===== config.mk =====
export PLATFORM = sky130hd
export DESIGN_NAME = bsc_core
export DESIGN_NICKNAME = d
export VERILOG_FILES = /design/src/pkg/bsc_pkg.sv /design/src/rtl/bsc_core.sv
export SDC_FILE = /design/constraint.sdc
export NUM_CORES = 1
export LEC_CHECK = 0
export BUFFER_PORTS_ARGS = -buffer_cell sky130_fd_sc_hd__buf_2
export CAP_MARGIN = 5
export CORE_ASPECT_RATIO = 0.9
export CORE_MARGIN = 1.5
export CORE_UTILIZATION = 39
export CTS_BUF_LIST = sky130_fd_sc_hd__clkbuf_16
export CTS_CLUSTER_DIAMETER = 150
export DETAILED_ROUTE_END_ITERATION = 8
export GPL_ROUTABILITY_DRIVEN = 0
export GPL_TIMING_DRIVEN = 0
export PLACE_DENSITY = 0.53
export SLEW_MARGIN = 25
export SYNTH_ARGS = -nofsm -noshare
export SYNTH_HDL_FRONTEND = slang
export SYNTH_SLANG_ARGS = --single-unit

===== constraint.sdc =====
create_clock -name i_ref_clk -period 5.05 [get_ports i_ref_clk]
set_clock_uncertainty 0.05 [all_clocks]
set_input_delay 0 -clock i_ref_clk [delete_from_list [all_inputs] [get_ports i_ref_clk]]
set_output_delay 0 -clock i_ref_clk [all_outputs]
set_load 0.1 [all_outputs]

===== src/pkg/bsc_pkg.sv =====
// Package for the branch and string control block
package bsc_pkg;
  // Register word offsets (byte addresses)
  localparam logic [5:0] OFF_CTRL = 6'h00;
  localparam logic [5:0] OFF_FLAGS = 6'h04;
  localparam logic [5:0] OFF_CS = 6'h08;
  localparam logic [5:0] OFF_IP = 6'h0c;
  localparam logic [5:0] OFF_CNT = 6'h10;
  localparam logic [5:0] OFF_SRC = 6'h14;
  localparam logic [5:0] OFF_DST = 6'h18;
  localparam logic [5:0] OFF_DISP = 6'h1c;
  localparam logic [5:0] OFF_STAT = 6'h20;
  localparam logic [5:0] OFF_FETCH = 6'h24;
  // Control register fields
  localparam int CTRL_GO = 0;
  localparam int CTRL_WORD = 1;
  localparam int CTRL_OP_LO = 4;
  localparam int CTRL_OP_HI = 8;
  localparam int CTRL_CC_LO = 12;
  localparam int CTRL_CC_HI = 15;
  localparam int CTRL_PFX_LO = 16;
  localparam int CTRL_PFX_HI = 17;
  localparam int CTRL_FAR = 18;
  // Flag register bit positions
  localparam int FL_CARRY = 0;
  localparam int FL_PARITY = 2;
  localparam int FL_ZERO = 6;
  localparam int FL_SIGN = 7;
  localparam int FL_DIR = 10;
  localparam int FL_OVF = 11;
  localparam logic [15:0] RESET_FLAGS = 16'h0000;
  localparam logic [15:0] RESET_CS = 16'hffff;
  localparam logic [15:0] RESET_IP = 16'h0000;
  localparam logic [4:0] OP_NONE = 5'h00;
  localparam logic [4:0] OP_JCC = 5'h01;
  localparam logic [4:0] OP_JMP = 5'h02;
  localparam logic [4:0] OP_CALL = 5'h03;
  localparam logic [4:0] OP_RET = 5'h04;
  localparam logic [4:0] OP_LOOP = 5'h05;
  localparam logic [4:0] OP_LOOPE = 5'h06;
  localparam logic [4:0] OP_LOOPNE = 5'h07;
  localparam logic [4:0] OP_JUMP_IF_COUNTER_ZERO = 5'h08;
  localparam logic [4:0] OP_STR_MOV = 5'h09;
  localparam logic [4:0] OP_STR_CMP = 5'h0a;
  localparam logic [4:0] OP_INT = 5'h0b;
  localparam logic [4:0] OP_INTERRUPT_ON_OVERFLOW = 5'h0c;
  localparam logic [4:0] OP_BOUND = 5'h0d;
  localparam logic [4:0] OP_INTERRUPT_RETURN = 5'h0e;
  localparam logic [1:0] PFX_NONE = 2'h0;
  localparam logic [1:0] PFX_REP = 2'h1;
  localparam logic [1:0] PFX_REPE = 2'h2;
  localparam logic [1:0] PFX_REPNE = 2'h3;
  // Condition codes, low bit negates
  localparam logic [3:0] CC_O = 4'h0;
  localparam logic [3:0] CC_C = 4'h2;
  localparam logic [3:0] CC_Z = 4'h4;
  localparam logic [3:0] CC_BE = 4'h6;
  localparam logic [3:0] CC_S = 4'h8;
  localparam logic [3:0] CC_P = 4'ha;
  localparam logic [3:0] CC_L = 4'hc;
  localparam logic [3:0] CC_LE = 4'he;
  localparam logic [1:0] STEP_BYTE = 2'h1;
  localparam logic [1:0] STEP_WORD = 2'h2;
  localparam logic [31:0] UNMAPPED = 32'h00000000;
  typedef struct packed {
    logic flush;
    logic soft_int;
    logic [15:0] cs;
    logic [15:0] ip;
  } bsc_fetch_t;
endpackage : bsc_pkg


===== src/rtl/bsc_core.sv =====
// Branch decision and repeated string control with Avalon-MM registers
`timescale 1ns/1ns
`default_nettype none
// Notes on behaviour
// - Repeat prefix decrements the counter after every string repetition.
// - With a repeat prefix, counter zero at start skips the string operation entirely.
// - Direction flag clear steps indexes up, set steps them down.
// - Step is one for bytes and two for words.
// - Source offset from source index, destination offset from dest index.
// - Next fetch address is code segment base with instruction pointer.
// - Transfers flush the queue and fetch from the new location.
// - Calls, returns and jumps always redirect, near or far.
// - Conditional jump taken when true, else falls through.
// - Conditional jump target is signed byte displacement plus next address.
// - Unsigned conditions use carry and zero flags.
// - Signed conditions use sign xor overflow, with zero.
// - Single flag jumps test one flag, positive or negated.
// - Loops use the counter and reach only short targets.
// - Counter-zero jump branches when counter is zero.
// - Software interrupt, overflow, bounds and return instructions exist.
// - Software interrupts run no acknowledge bus cycle.
module bsc_core (
  input wire logic i_ref_clk,
  input wire logic i_resetn,
  input wire logic [5:0] i_address,
  input wire logic i_read,
  input wire logic i_write,
  input wire logic [31:0] i_writedata,
  input wire logic [3:0] i_byteenable,
  input wire logic i_bound_fail,
  output logic [31:0] o_readdata,
  output logic o_waitrequest,
  output logic o_flush,
  output logic o_soft_int,
  output logic o_int_ack,
  output logic [15:0] o_src_offset,
  output logic [15:0] o_dst_offset,
  output logic o_elem_strobe
);
  typedef enum logic [3:0] {
    S_IDLE = 4'b0001,
    S_EXEC = 4'b0010,
    S_STR = 4'b0100,
    S_DONE = 4'b1000
  } bsc_state_t;

  bsc_state_t state;
  logic [31:0] ctrl;
  logic [15:0] flags;
  logic [15:0] code_seg;
  logic [15:0] instruction_pointer_reg;
  logic [15:0] repeat_counter_reg;
  logic [15:0] src_index_reg;
  logic [15:0] dest_index_reg;
  logic [15:0] disp;
  logic [15:0] far_seg;
  logic taken;
  logic [15:0] elems;
  logic served;
  bsc_pkg::bsc_fetch_t fetch;

  logic [4:0] op;
  logic [1:0] pfx;
  logic [3:0] cc;
  logic zero_flag;
  logic carry_flag;
  logic sign_flag;
  logic overflow_flag;
  logic parity_flag;
  logic direction_flag;
  logic cond_raw;
  logic cond;
  logic [15:0] step;
  logic [15:0] next_ip;
  logic [15:0] short_target;
  logic [15:0] cnt_dec;
  logic rep_stop;
  logic acc;
  logic elem_go;

  assign op = ctrl[bsc_pkg::CTRL_OP_HI:bsc_pkg::CTRL_OP_LO];
  assign pfx = ctrl[bsc_pkg::CTRL_PFX_HI:bsc_pkg::CTRL_PFX_LO];
  assign cc = ctrl[bsc_pkg::CTRL_CC_HI:bsc_pkg::CTRL_CC_LO];
  assign zero_flag = flags[bsc_pkg::FL_ZERO];
  assign carry_flag = flags[bsc_pkg::FL_CARRY];
  assign sign_flag = flags[bsc_pkg::FL_SIGN];
  assign overflow_flag = flags[bsc_pkg::FL_OVF];
  assign parity_flag = flags[bsc_pkg::FL_PARITY];
  assign direction_flag = flags[bsc_pkg::FL_DIR];
  assign cnt_dec = repeat_counter_reg - 16'h0001;
  assign acc = (i_read | i_write) & o_waitrequest;

  ////////////////////////////////////////////////////////////////////////
  // Condition evaluation
  always_comb begin
    case (cc[3:1])
      3'h0: cond_raw = overflow_flag;
      3'h1: cond_raw = carry_flag;
      3'h2: cond_raw = zero_flag;
      3'h3: cond_raw = carry_flag | zero_flag;
      3'h4: cond_raw = sign_flag;
      3'h5: cond_raw = parity_flag;
      3'h6: cond_raw = sign_flag ^ overflow_flag;
      3'h7: cond_raw = (sign_flag ^ overflow_flag) | zero_flag;
      default: cond_raw = 1'b0;
    endcase
  end
  assign cond = cond_raw ^ cc[0];

  assign step = ctrl[bsc_pkg::CTRL_WORD] ? {14'h0000, bsc_pkg::STEP_WORD}
                                         : {14'h0000, bsc_pkg::STEP_BYTE};
  // signed byte displacement from next instruction
  assign short_target = instruction_pointer_reg + {{8{disp[7]}}, disp[7:0]};
  // early end on zero flag mismatch
  assign rep_stop = (op == bsc_pkg::OP_STR_CMP) &&
                    (((pfx == bsc_pkg::PFX_REPE) && !zero_flag) ||
                     ((pfx == bsc_pkg::PFX_REPNE) && zero_flag));
  assign elem_go = (state == S_STR) &&
                   ((pfx == bsc_pkg::PFX_NONE) ||
                    (repeat_counter_reg != 16'h0000));

  always_comb begin
    taken = 1'b0;
    next_ip = instruction_pointer_reg;
    case (op)
      bsc_pkg::OP_JCC: taken = cond;
      bsc_pkg::OP_JMP, bsc_pkg::OP_CALL, bsc_pkg::OP_RET: taken = 1'b1;
      bsc_pkg::OP_LOOP: taken = (cnt_dec != 16'h0000);
      bsc_pkg::OP_LOOPE: taken = (cnt_dec != 16'h0000) && zero_flag;
      bsc_pkg::OP_LOOPNE: taken = (cnt_dec != 16'h0000) && !zero_flag;
      bsc_pkg::OP_JUMP_IF_COUNTER_ZERO: taken = (repeat_counter_reg == 16'h0000);
      bsc_pkg::OP_INT, bsc_pkg::OP_INTERRUPT_RETURN: taken = 1'b1;
      bsc_pkg::OP_INTERRUPT_ON_OVERFLOW: taken = overflow_flag;
      bsc_pkg::OP_BOUND: taken = i_bound_fail;
      default: taken = 1'b0;
    endcase
    if (taken) begin
      if (op == bsc_pkg::OP_JMP || op == bsc_pkg::OP_CALL ||
          op == bsc_pkg::OP_RET || op == bsc_pkg::OP_INT ||
          op == bsc_pkg::OP_INTERRUPT_ON_OVERFLOW || op == bsc_pkg::OP_BOUND ||
          op == bsc_pkg::OP_INTERRUPT_RETURN) begin
        next_ip = disp;
      end else begin
        next_ip = short_target;
      end
    end
  end

  ////////////////////////////////////////////////////////////////////////
  // Sequencer
  always_ff @(posedge i_ref_clk or negedge i_resetn) begin
    if (!i_resetn) begin
      state <= S_IDLE;
    end else begin
      case (state)
        S_IDLE: if (ctrl[bsc_pkg::CTRL_GO]) begin
          state <= (op == bsc_pkg::OP_STR_MOV || op == bsc_pkg::OP_STR_CMP)
                   ? S_STR : S_EXEC;
        end
        S_EXEC: state <= S_DONE;
        S_STR: begin
          if (pfx == bsc_pkg::PFX_NONE) begin
            state <= S_DONE;
          end else if (repeat_counter_reg == 16'h0000) begin
            state <= S_DONE;
          // compare repeats stop after the element
          end else if (cnt_dec == 16'h0000 || rep_stop) begin
            state <= S_DONE;
          end
        end
        S_DONE: state <= S_IDLE;
        default: state <= S_IDLE;
      endcase
    end
  end

  // Registers from bus and sequencer
  always_ff @(posedge i_ref_clk or negedge i_resetn) begin
    if (!i_resetn) begin
      ctrl <= 32'h00000000;
      flags <= bsc_pkg::RESET_FLAGS;
      code_seg <= bsc_pkg::RESET_CS;
      instruction_pointer_reg <= bsc_pkg::RESET_IP;
      repeat_counter_reg <= 16'h0000;
      src_index_reg <= 16'h0000;
      dest_index_reg <= 16'h0000;
      disp <= 16'h0000;
      far_seg <= 16'h0000;
      elems <= 16'h0000;
    end else begin
      if (acc && i_write) begin
        case (i_address)
          bsc_pkg::OFF_CTRL: ctrl <= i_writedata;
          bsc_pkg::OFF_FLAGS: flags <= i_writedata[15:0];
          bsc_pkg::OFF_CS: code_seg <= i_writedata[15:0];
          bsc_pkg::OFF_IP: instruction_pointer_reg <= i_writedata[15:0];
          bsc_pkg::OFF_CNT: repeat_counter_reg <= i_writedata[15:0];
          bsc_pkg::OFF_SRC: src_index_reg <= i_writedata[15:0];
          bsc_pkg::OFF_DST: dest_index_reg <= i_writedata[15:0];
          bsc_pkg::OFF_DISP: begin
            disp <= i_writedata[15:0];
            far_seg <= i_writedata[31:16];
          end
          default: ;
        endcase
      end
      if (state == S_IDLE && ctrl[bsc_pkg::CTRL_GO]) begin
        ctrl[bsc_pkg::CTRL_GO] <= 1'b0;
        elems <= 16'h0000;
      end
      if (state == S_EXEC) begin
        instruction_pointer_reg <= next_ip;
        // far forms load a new segment
        if (taken && ctrl[bsc_pkg::CTRL_FAR]) begin
          code_seg <= far_seg;
        end
        if (op == bsc_pkg::OP_LOOP || op == bsc_pkg::OP_LOOPE ||
            op == bsc_pkg::OP_LOOPNE) begin
          repeat_counter_reg <= cnt_dec;
        end
      end
      if (elem_go) begin
        elems <= elems + 16'h0001;
        if (direction_flag) begin
          src_index_reg <= src_index_reg - step;
          dest_index_reg <= dest_index_reg - step;
        end else begin
          src_index_reg <= src_index_reg + step;
          dest_index_reg <= dest_index_reg + step;
        end
        if (pfx != bsc_pkg::PFX_NONE) begin
          repeat_counter_reg <= cnt_dec;
        end
      end
    end
  end

  ////////////////////////////////////////////////////////////////////////
  // Fetch request toward the bus interface unit
  always_comb begin
    fetch.cs = code_seg;
    fetch.ip = next_ip;
    fetch.flush = (state == S_EXEC) && taken;
    fetch.soft_int = (state == S_EXEC) && taken &&
                     (op == bsc_pkg::OP_INT || op == bsc_pkg::OP_INTERRUPT_ON_OVERFLOW ||
                      op == bsc_pkg::OP_BOUND);
  end

  always_ff @(posedge i_ref_clk or negedge i_resetn) begin
    if (!i_resetn) begin
      o_flush <= 1'b0;
      o_soft_int <= 1'b0;
      o_int_ack <= 1'b0;
      o_elem_strobe <= 1'b0;
      o_src_offset <= 16'h0000;
      o_dst_offset <= 16'h0000;
      served <= 1'b0;
    end else begin
      o_flush <= fetch.flush;
      o_soft_int <= fetch.soft_int;
      // acknowledge never driven for software interrupts
      o_int_ack <= 1'b0;
      served <= fetch.flush;
      o_src_offset <= src_index_reg;
      o_dst_offset <= dest_index_reg;
      o_elem_strobe <= elem_go;
    end
  end

  ////////////////////////////////////////////////////////////////////////
  // Avalon-MM slave, one wait cycle per access
  always_ff @(posedge i_ref_clk or negedge i_resetn) begin
    if (!i_resetn) begin
      o_waitrequest <= 1'b1;
      o_readdata <= 32'h00000000;
    end else begin
      o_waitrequest <= !((i_read | i_write) && o_waitrequest);
      if (acc && i_read) begin
        case (i_address)
          bsc_pkg::OFF_CTRL: o_readdata <= ctrl;
          bsc_pkg::OFF_FLAGS: o_readdata <= {16'h0000, flags};
          bsc_pkg::OFF_CS: o_readdata <= {16'h0000, code_seg};
          bsc_pkg::OFF_IP: o_readdata <= {16'h0000, instruction_pointer_reg};
          bsc_pkg::OFF_CNT: o_readdata <= {16'h0000, repeat_counter_reg};
          bsc_pkg::OFF_SRC: o_readdata <= {16'h0000, src_index_reg};
          bsc_pkg::OFF_DST: o_readdata <= {16'h0000, dest_index_reg};
          bsc_pkg::OFF_DISP: o_readdata <= {far_seg, disp};
          bsc_pkg::OFF_STAT: o_readdata <= {elems, 11'h000, served,
                                            state};
          bsc_pkg::OFF_FETCH: o_readdata <= {code_seg,
                                             instruction_pointer_reg};
          default: o_readdata <= bsc_pkg::UNMAPPED;
        endcase
      end
    end
  end
endmodule : bsc_core
`default_nettype wire


==> qor.txt, run 1 <==
Clk Latency, worst-skew pair: 580 ps
Postcts setup bufs: 0
Largest family of logic cells by synthesized area: compound AO/OA/AOI/OAI gates
Leakage power total: 0.00714 uW
Met3 wire len: 3440 um
Finished Core Util: 47.1%
Worst setup EP type: flip-flop
I/O pin count: 116
CP required: 5480 ps
H-tree Lvls: 1
R2R depth: 11
Multiplexer share of the synthesized area: 12.5%
Detail Route Antenna Nets: 0
CTS root buf: clkbuf_16
GRT Total Usage: 26.3%
Share of Yosys cell area claimed by the top area cell type: 41.2%
Post-Syn Nets: 1483
Max incr delay on CP: 860 ps
Die Ht: 183 um
Unrepaired setup endpoints after global routing: false
Post-synth ARST share: 100%
NetSw: 1970 uW
Met1 wire length: 23200 um
Clock Power Share: 37.0%
Most common cell after layout, fill and taps aside: dfrtp_1
Crit-path cells: inv_1 > nor2_1 > ha_1 > nor2b_1 > o31ai_1 > a21oi_1 > a2111oi_0 > nor2_1 > a41oi_1 > a21oi_1 > a211oi_1
Drt pass-1 iters: 5
Fin nets: 1662
Area delta synth->final: 18.5%
Post-synthesis simple-gate area fraction: 12.9%
Reg clk slew, reported paths: 60 ps
CTS tree: yes
Critical Path Slowest Stage Cell: dfrtp_2
Top post-synthesis cells by area: dfrtp_1 (41%), mux2_2 (8.4%), o21ai_0 (5.0%)
Num rows: 65
Worst slew margin: 43.4%
CTS sink count: 248
GRT overflow: 0
Least-Margin Pin Slew: 849 ps
Post-synth top area cell: dfrtp_1
Final setup fails: 0
CTS max path bufs: 3
Initial DRC count: 1183
Total routed wirelength: 49100 um
Post-Syn Area: 14000 um2
Layout cell share with drive strength beyond 1: 20.6%
# fillers: 3351
Synth Instances: 1385
Synth unique cells: 75
Placed Area: 15200 um2
Vias in the first global route: 11300
Largest net degree at the start of global routing: 88
Tmin final: 4510 ps
Post-synthesis register bit count: 248
Data arrival, critical path: 4950 ps
CP startpoint kind: flip-flop
PostCTS Resize Cnt: 0
Uppermost layer routed: met4
Multi-input gate area: 7330 um2
Drt via density: 5.79
Pwr Density: 356 nW/um2
Worst hold path class: in -> reg
Sequential area share after synthesis: 44.6%
Worst hold path depth: 5
Final critical-path share of the clock period: 89.4%
Synth Area per Inst: 10.1 um2
Initial antenna violation count: 1
Status: finished clean
Hpwl dp: 35600 um
Register area: 6230 um2
TritonCTS Buffers: 30
Final Max Slew Viols: 0
Setup CP Type: reg -> reg
Hold Violations, Final: 0
Met2 WL: 20700 um
Cell area after layout: 16500 um2
CTS hold repair buffers: 38
Most frequent cells in the layout: dfrtp_1 (229), o21ai_0 (139), nand2_1 (137), buf_2 (118), mux2_2 (104)
Max Cap Viol: 0
Maximum VDD drop: 273 uV
Setup_tns: 0 ps
Post-Synth Adder-Cell Area: 4.73%
Max Clk Rate: 0.222 GHz
Vias: 11900
Synth Area in Compound Gates: 19.4%
YS warnings: 0
Die Wd: 202 um
DR WL/cell: 23.8 um
Biggest registers after layout: ctrl (32), o_readdata (32)
Initial core utilization: 39.7%
Core footprint: 35100 um2
First-pass GRT wire length: 73300 um
Fin cells: 2058
Input/output buffers: 107
Synth Area in XOR/XNOR: 2.76%
Overall Power: 5890 uW
Post-synth EDFFs: 0
Die area: 37000 um2
Ys flop type: dfrtp_1
Placed insts: 1963
Sw frac: 33.4%
Power share of the combinational group: 22.7%
# DRC: 0
Internal Power: 3920 uW
Flop pwr share: 40.3%
CP max FO: 30
path summary, 6_finish.rpt:
check | from | endpoint | slack [ps]
hold reg to reg | o_readdata[4] | o_readdata[4] | 420
min in group asynchronous | i_resetn | o_src_offset[2] | 420
setup / recovery | flags[10] | dest_index_reg[15] | 540
hold / removal | i_address[0] | o_readdata[0] | 110
setup reg to reg | flags[10] | dest_index_reg[15] | 540
max in group asynchronous | i_resetn | state[0] | 3350
synth_stat cells, types with 8 or more instances:
cell / number
nand2_1: 137
xnor2_1: 20
a21oi_1: 73
inv_1: 26
a221oi_1: 34
a211oi_1: 13
or3_1: 12
buf_2: 12
nand2b_1: 21
and2_1: 8
dfstp_2: 18
nand3_1: 21
clkbuf_1: 56
a21o_1: 17
xor2_1: 24
o211ai_1: 17
mux2_2: 104
mux2i_1: 43
dfrtp_1: 230
nor3_1: 21
and3_1: 23
a31oi_1: 9
mux2_4: 10
o21a_1: 9
nor2_1: 69
a22o_1: 18
o21ai_0: 139
ha_1: 48
a22oi_1: 33
nor2b_1: 14
area by class of cell:
cell class	instances	share of cell area (%)
Inverter	27	0.612
Timing Repair Buffer	147	5.99
Clock buffer	30	4.54
Buffer	78	1.97
Antenna cell	1	0.0151
Tap cell	469	3.55
Clock inverter	26	1.41
Multi-Input combinational cell	1032	44.3
Sequential cell	248	37.6
power groups by stage:
stage | clock (uW) | combinational [uW] | sequential [uW]
final | 2180 | 1340 | 2370
after global placement | 0 | 1270 | 2400
after detailed placement | 0 | 1290 | 2400
after floorplan | 0 | 755 | 2520
after global routing | 2290 | 1460 | 2390
after CTS | 2210 | 1330 | 2370
metal layers:
| layer | global-route usage [%] | vias to the layer above |
|---|---|---|
| li1 | - | 5484 |
| met1 | 39.8 | 5942 |
| met2 | 38.6 | 414 |
| met3 | 3.82 | 83 |
| met4 | 8.03 | 0 |
| met5 | 0 | - |
logic make-up after synthesis:
group | Yosys count
XOR/XNOR | 44
buffers and inverters | 105
AND/OR/NAND/NOR | 366
flip-flops | 248
multiplexers | 157
AO/OA/AOI/OAI | 413
other | 1
adder cells (fa/ha/maj) | 51
critical path: cells and delay by family, from the launching register on:
family | cells | cell delay (ps)
and+or+nand+nor | 3 | 770
DFF | 1 | 860
buffers and inverters | 1 | 350
adders and majority gates | 1 | 310
AOI/OAI and AO/OA | 6 | 2070
per-stage QoR:
step	hold slack [ps]	worst slack (ps)
floorplan	-346	1500
global placement	120	-825
detailed placement	-11.0	661
CTS	103	591
global route	132	173
finish	115	537
No activity file was read; power rests on OpenSTA's default activity.
==> run 2: changes to the inputs <==
==> constraint.sdc (replaced) <==
create_clock -name i_ref_clk -period 5.05 [get_ports i_ref_clk]
set_clock_uncertainty 0.05 [all_clocks]
set_input_delay 0.2525 -clock i_ref_clk [delete_from_list [all_inputs] [get_ports i_ref_clk]]
set_output_delay 0.2525 -clock i_ref_clk [all_outputs]
set_load 0.1 [all_outputs]
==> run 2 against run 1 <==
Effect of this change:
- final cell count down 0.97%
- via count shrank 0.48%
- total power fell by 0.24%
- design area down 1.2%
- count of clock-buffer cells in the layout stayed put
- sequential share of layout area up 0.47 points
- routed wire length shrank 0.44%
- die area unchanged
==> qor.txt, run 2 (synthesis results as in run 1) <==
Unrepaired setup endpoints after global routing: false
CTS tree: yes
Vias: 11900
CP max FO: 30
CTS max path bufs: 3
Most frequent cells in the layout: dfrtp_1 (229), o21ai_0 (139), nand2_1 (137), buf_2 (118), mux2_2 (104)
H-tree Lvls: 1
DR WL/cell: 24.0 um
Clk Latency, worst-skew pair: 580 ps
Setup CP Type: reg -> reg
Max Cap Viol: 0
First-pass GRT wire length: 72900 um
Initial antenna violation count: 1
Drt pass-1 iters: 5
GRT overflow: 0
R2R depth: 11
Vias in the first global route: 11200
Total routed wirelength: 48900 um
Largest net degree at the start of global routing: 88
Final Max Slew Viols: 0
CTS sink count: 248
Biggest registers after layout: ctrl (32), o_readdata (32)
GRT Total Usage: 26.2%
R2r setup slk: 550 ps
Least-Margin Pin Slew: 860 ps
Hpwl dp: 35600 um
Drt via density: 5.82
Fin nets: 1643
Input/output buffers: 107
Fin cells: 2038
Die area: 37000 um2
CP required: 5480 ps
Register area: 6230 um2
CTS root buf: clkbuf_16
Area delta synth->final: 17.1%
Num rows: 65
Overall Power: 5870 uW
Met3 Use GR: 3.82%
CP startpoint kind: flip-flop
Worst slew margin: 42.3%
Status: finished clean
Crit path to: dest_index_reg[15]
Hold Violations, Final: 0
CP startpoint: flags[10]
Data arrival, critical path: 4930 ps
Core footprint: 35100 um2
Multi-input gate area: 7330 um2
Leakage power total: 0.00705 uW
Initial DRC count: 1225
Worst hold path class: in -> reg
Setup WS post-layout: 549 ps
Reg clk slew, reported paths: 60 ps
TritonCTS Buffers: 30
Die Ht: 183 um
Met2 Use GR: 38.3%
I/O pin count: 116
Placed insts: 1963
GR Layer Usage met1: 39.6%
ANT cells: 0
Final critical-path share of the clock period: 89.1%
# DRC: 0
Die Wd: 202 um
Tmin final: 4500 ps
R2r endpoint: dest_index_reg[15]
Detail Route Antenna Nets: 0
Most common cell after layout, fill and taps aside: dfrtp_1
Initial core utilization: 39.7%
Maximum VDD drop: 271 uV
Final setup fails: 0
Finished Core Util: 46.5%
# fillers: 3370
Reg-to-reg startpoint: flags[10]
Max Clk Rate: 0.222 GHz
Pwr Density: 359 nW/um2
Worst setup EP type: flip-flop
Postcts setup bufs: 0
Pre-CTS setup slack: 661 ps
GRT busiest layer: met1
Layout cell share with drive strength beyond 1: 20.8%
## run 2: power by group
group | internal [uW] | leakage, uW | switching (uW) | total [uW]
combinational | 473 | 0.00350 | 849 | 1320
sequential | 2160 | 0.00305 | 214 | 2370
clock | 1280 | 0.000510 | 899 | 2180
total | 3910 | 0.00705 | 1960 | 5870
## run 2: cell type report
cell class	instances	share of cell area (%)
timing repair buffer	128	4.84
tap	469	3.59
clock buffer	30	4.59
clock inverter	26	1.42
multi-input combinational	1032	44.8
buffer	78	1.99
inverter	27	0.620
sequential	248	38.1
## run 2: how the worst min path moves through the flow
stage	start	slack, ps	depth (start not counted)	end
global placement	i_write	370	2	o_waitrequest
finish	i_writedata[1]	40	3	disp[1]
global route	i_writedata[1]	70	3	disp[1]
CTS	i_writedata[1]	20	3	disp[1]
floorplan	i_resetn	-90	0	ctrl[0]
detailed placement	i_resetn	240	1	src_index_reg[5]
## run 2: critical path, stage by stage (launching register included)
cell	delay, ps
dfrtp_2	860
inv_1	350
nor2_1	460
ha_1	310
nor2b_1	150
o31ai_1	440
a21oi_1	220
a2111oi_0	740
nor2_1	160
a41oi_1	330
a21oi_1	110
a211oi_1	220
## run 2: routing by layer
metal	wire (um)	part of all wire, %
met1	23400	48
met2	20700	42
met3	3140	6.4
met4	1570	3.2
met5	0	0
## run 2: repair_timing
action | 4_1_cts | 5_1_grt
hold endpoints to repair | 113 | 0
hold buffers | 19 | 0
resized for setup | 0 | 0
## run 2: per-stage QoR
step           TNS, ps  instance area (um2)  hold slack [ps]
2_1_floorplan        0                14000            -93.1
3_3_place_gp   -239690                15100              372
3_5_place_dp         0                15200              241
4_1_cts              0                16300             17.0
5_1_grt              0                16300             71.0
6_report             0                16300             40.1
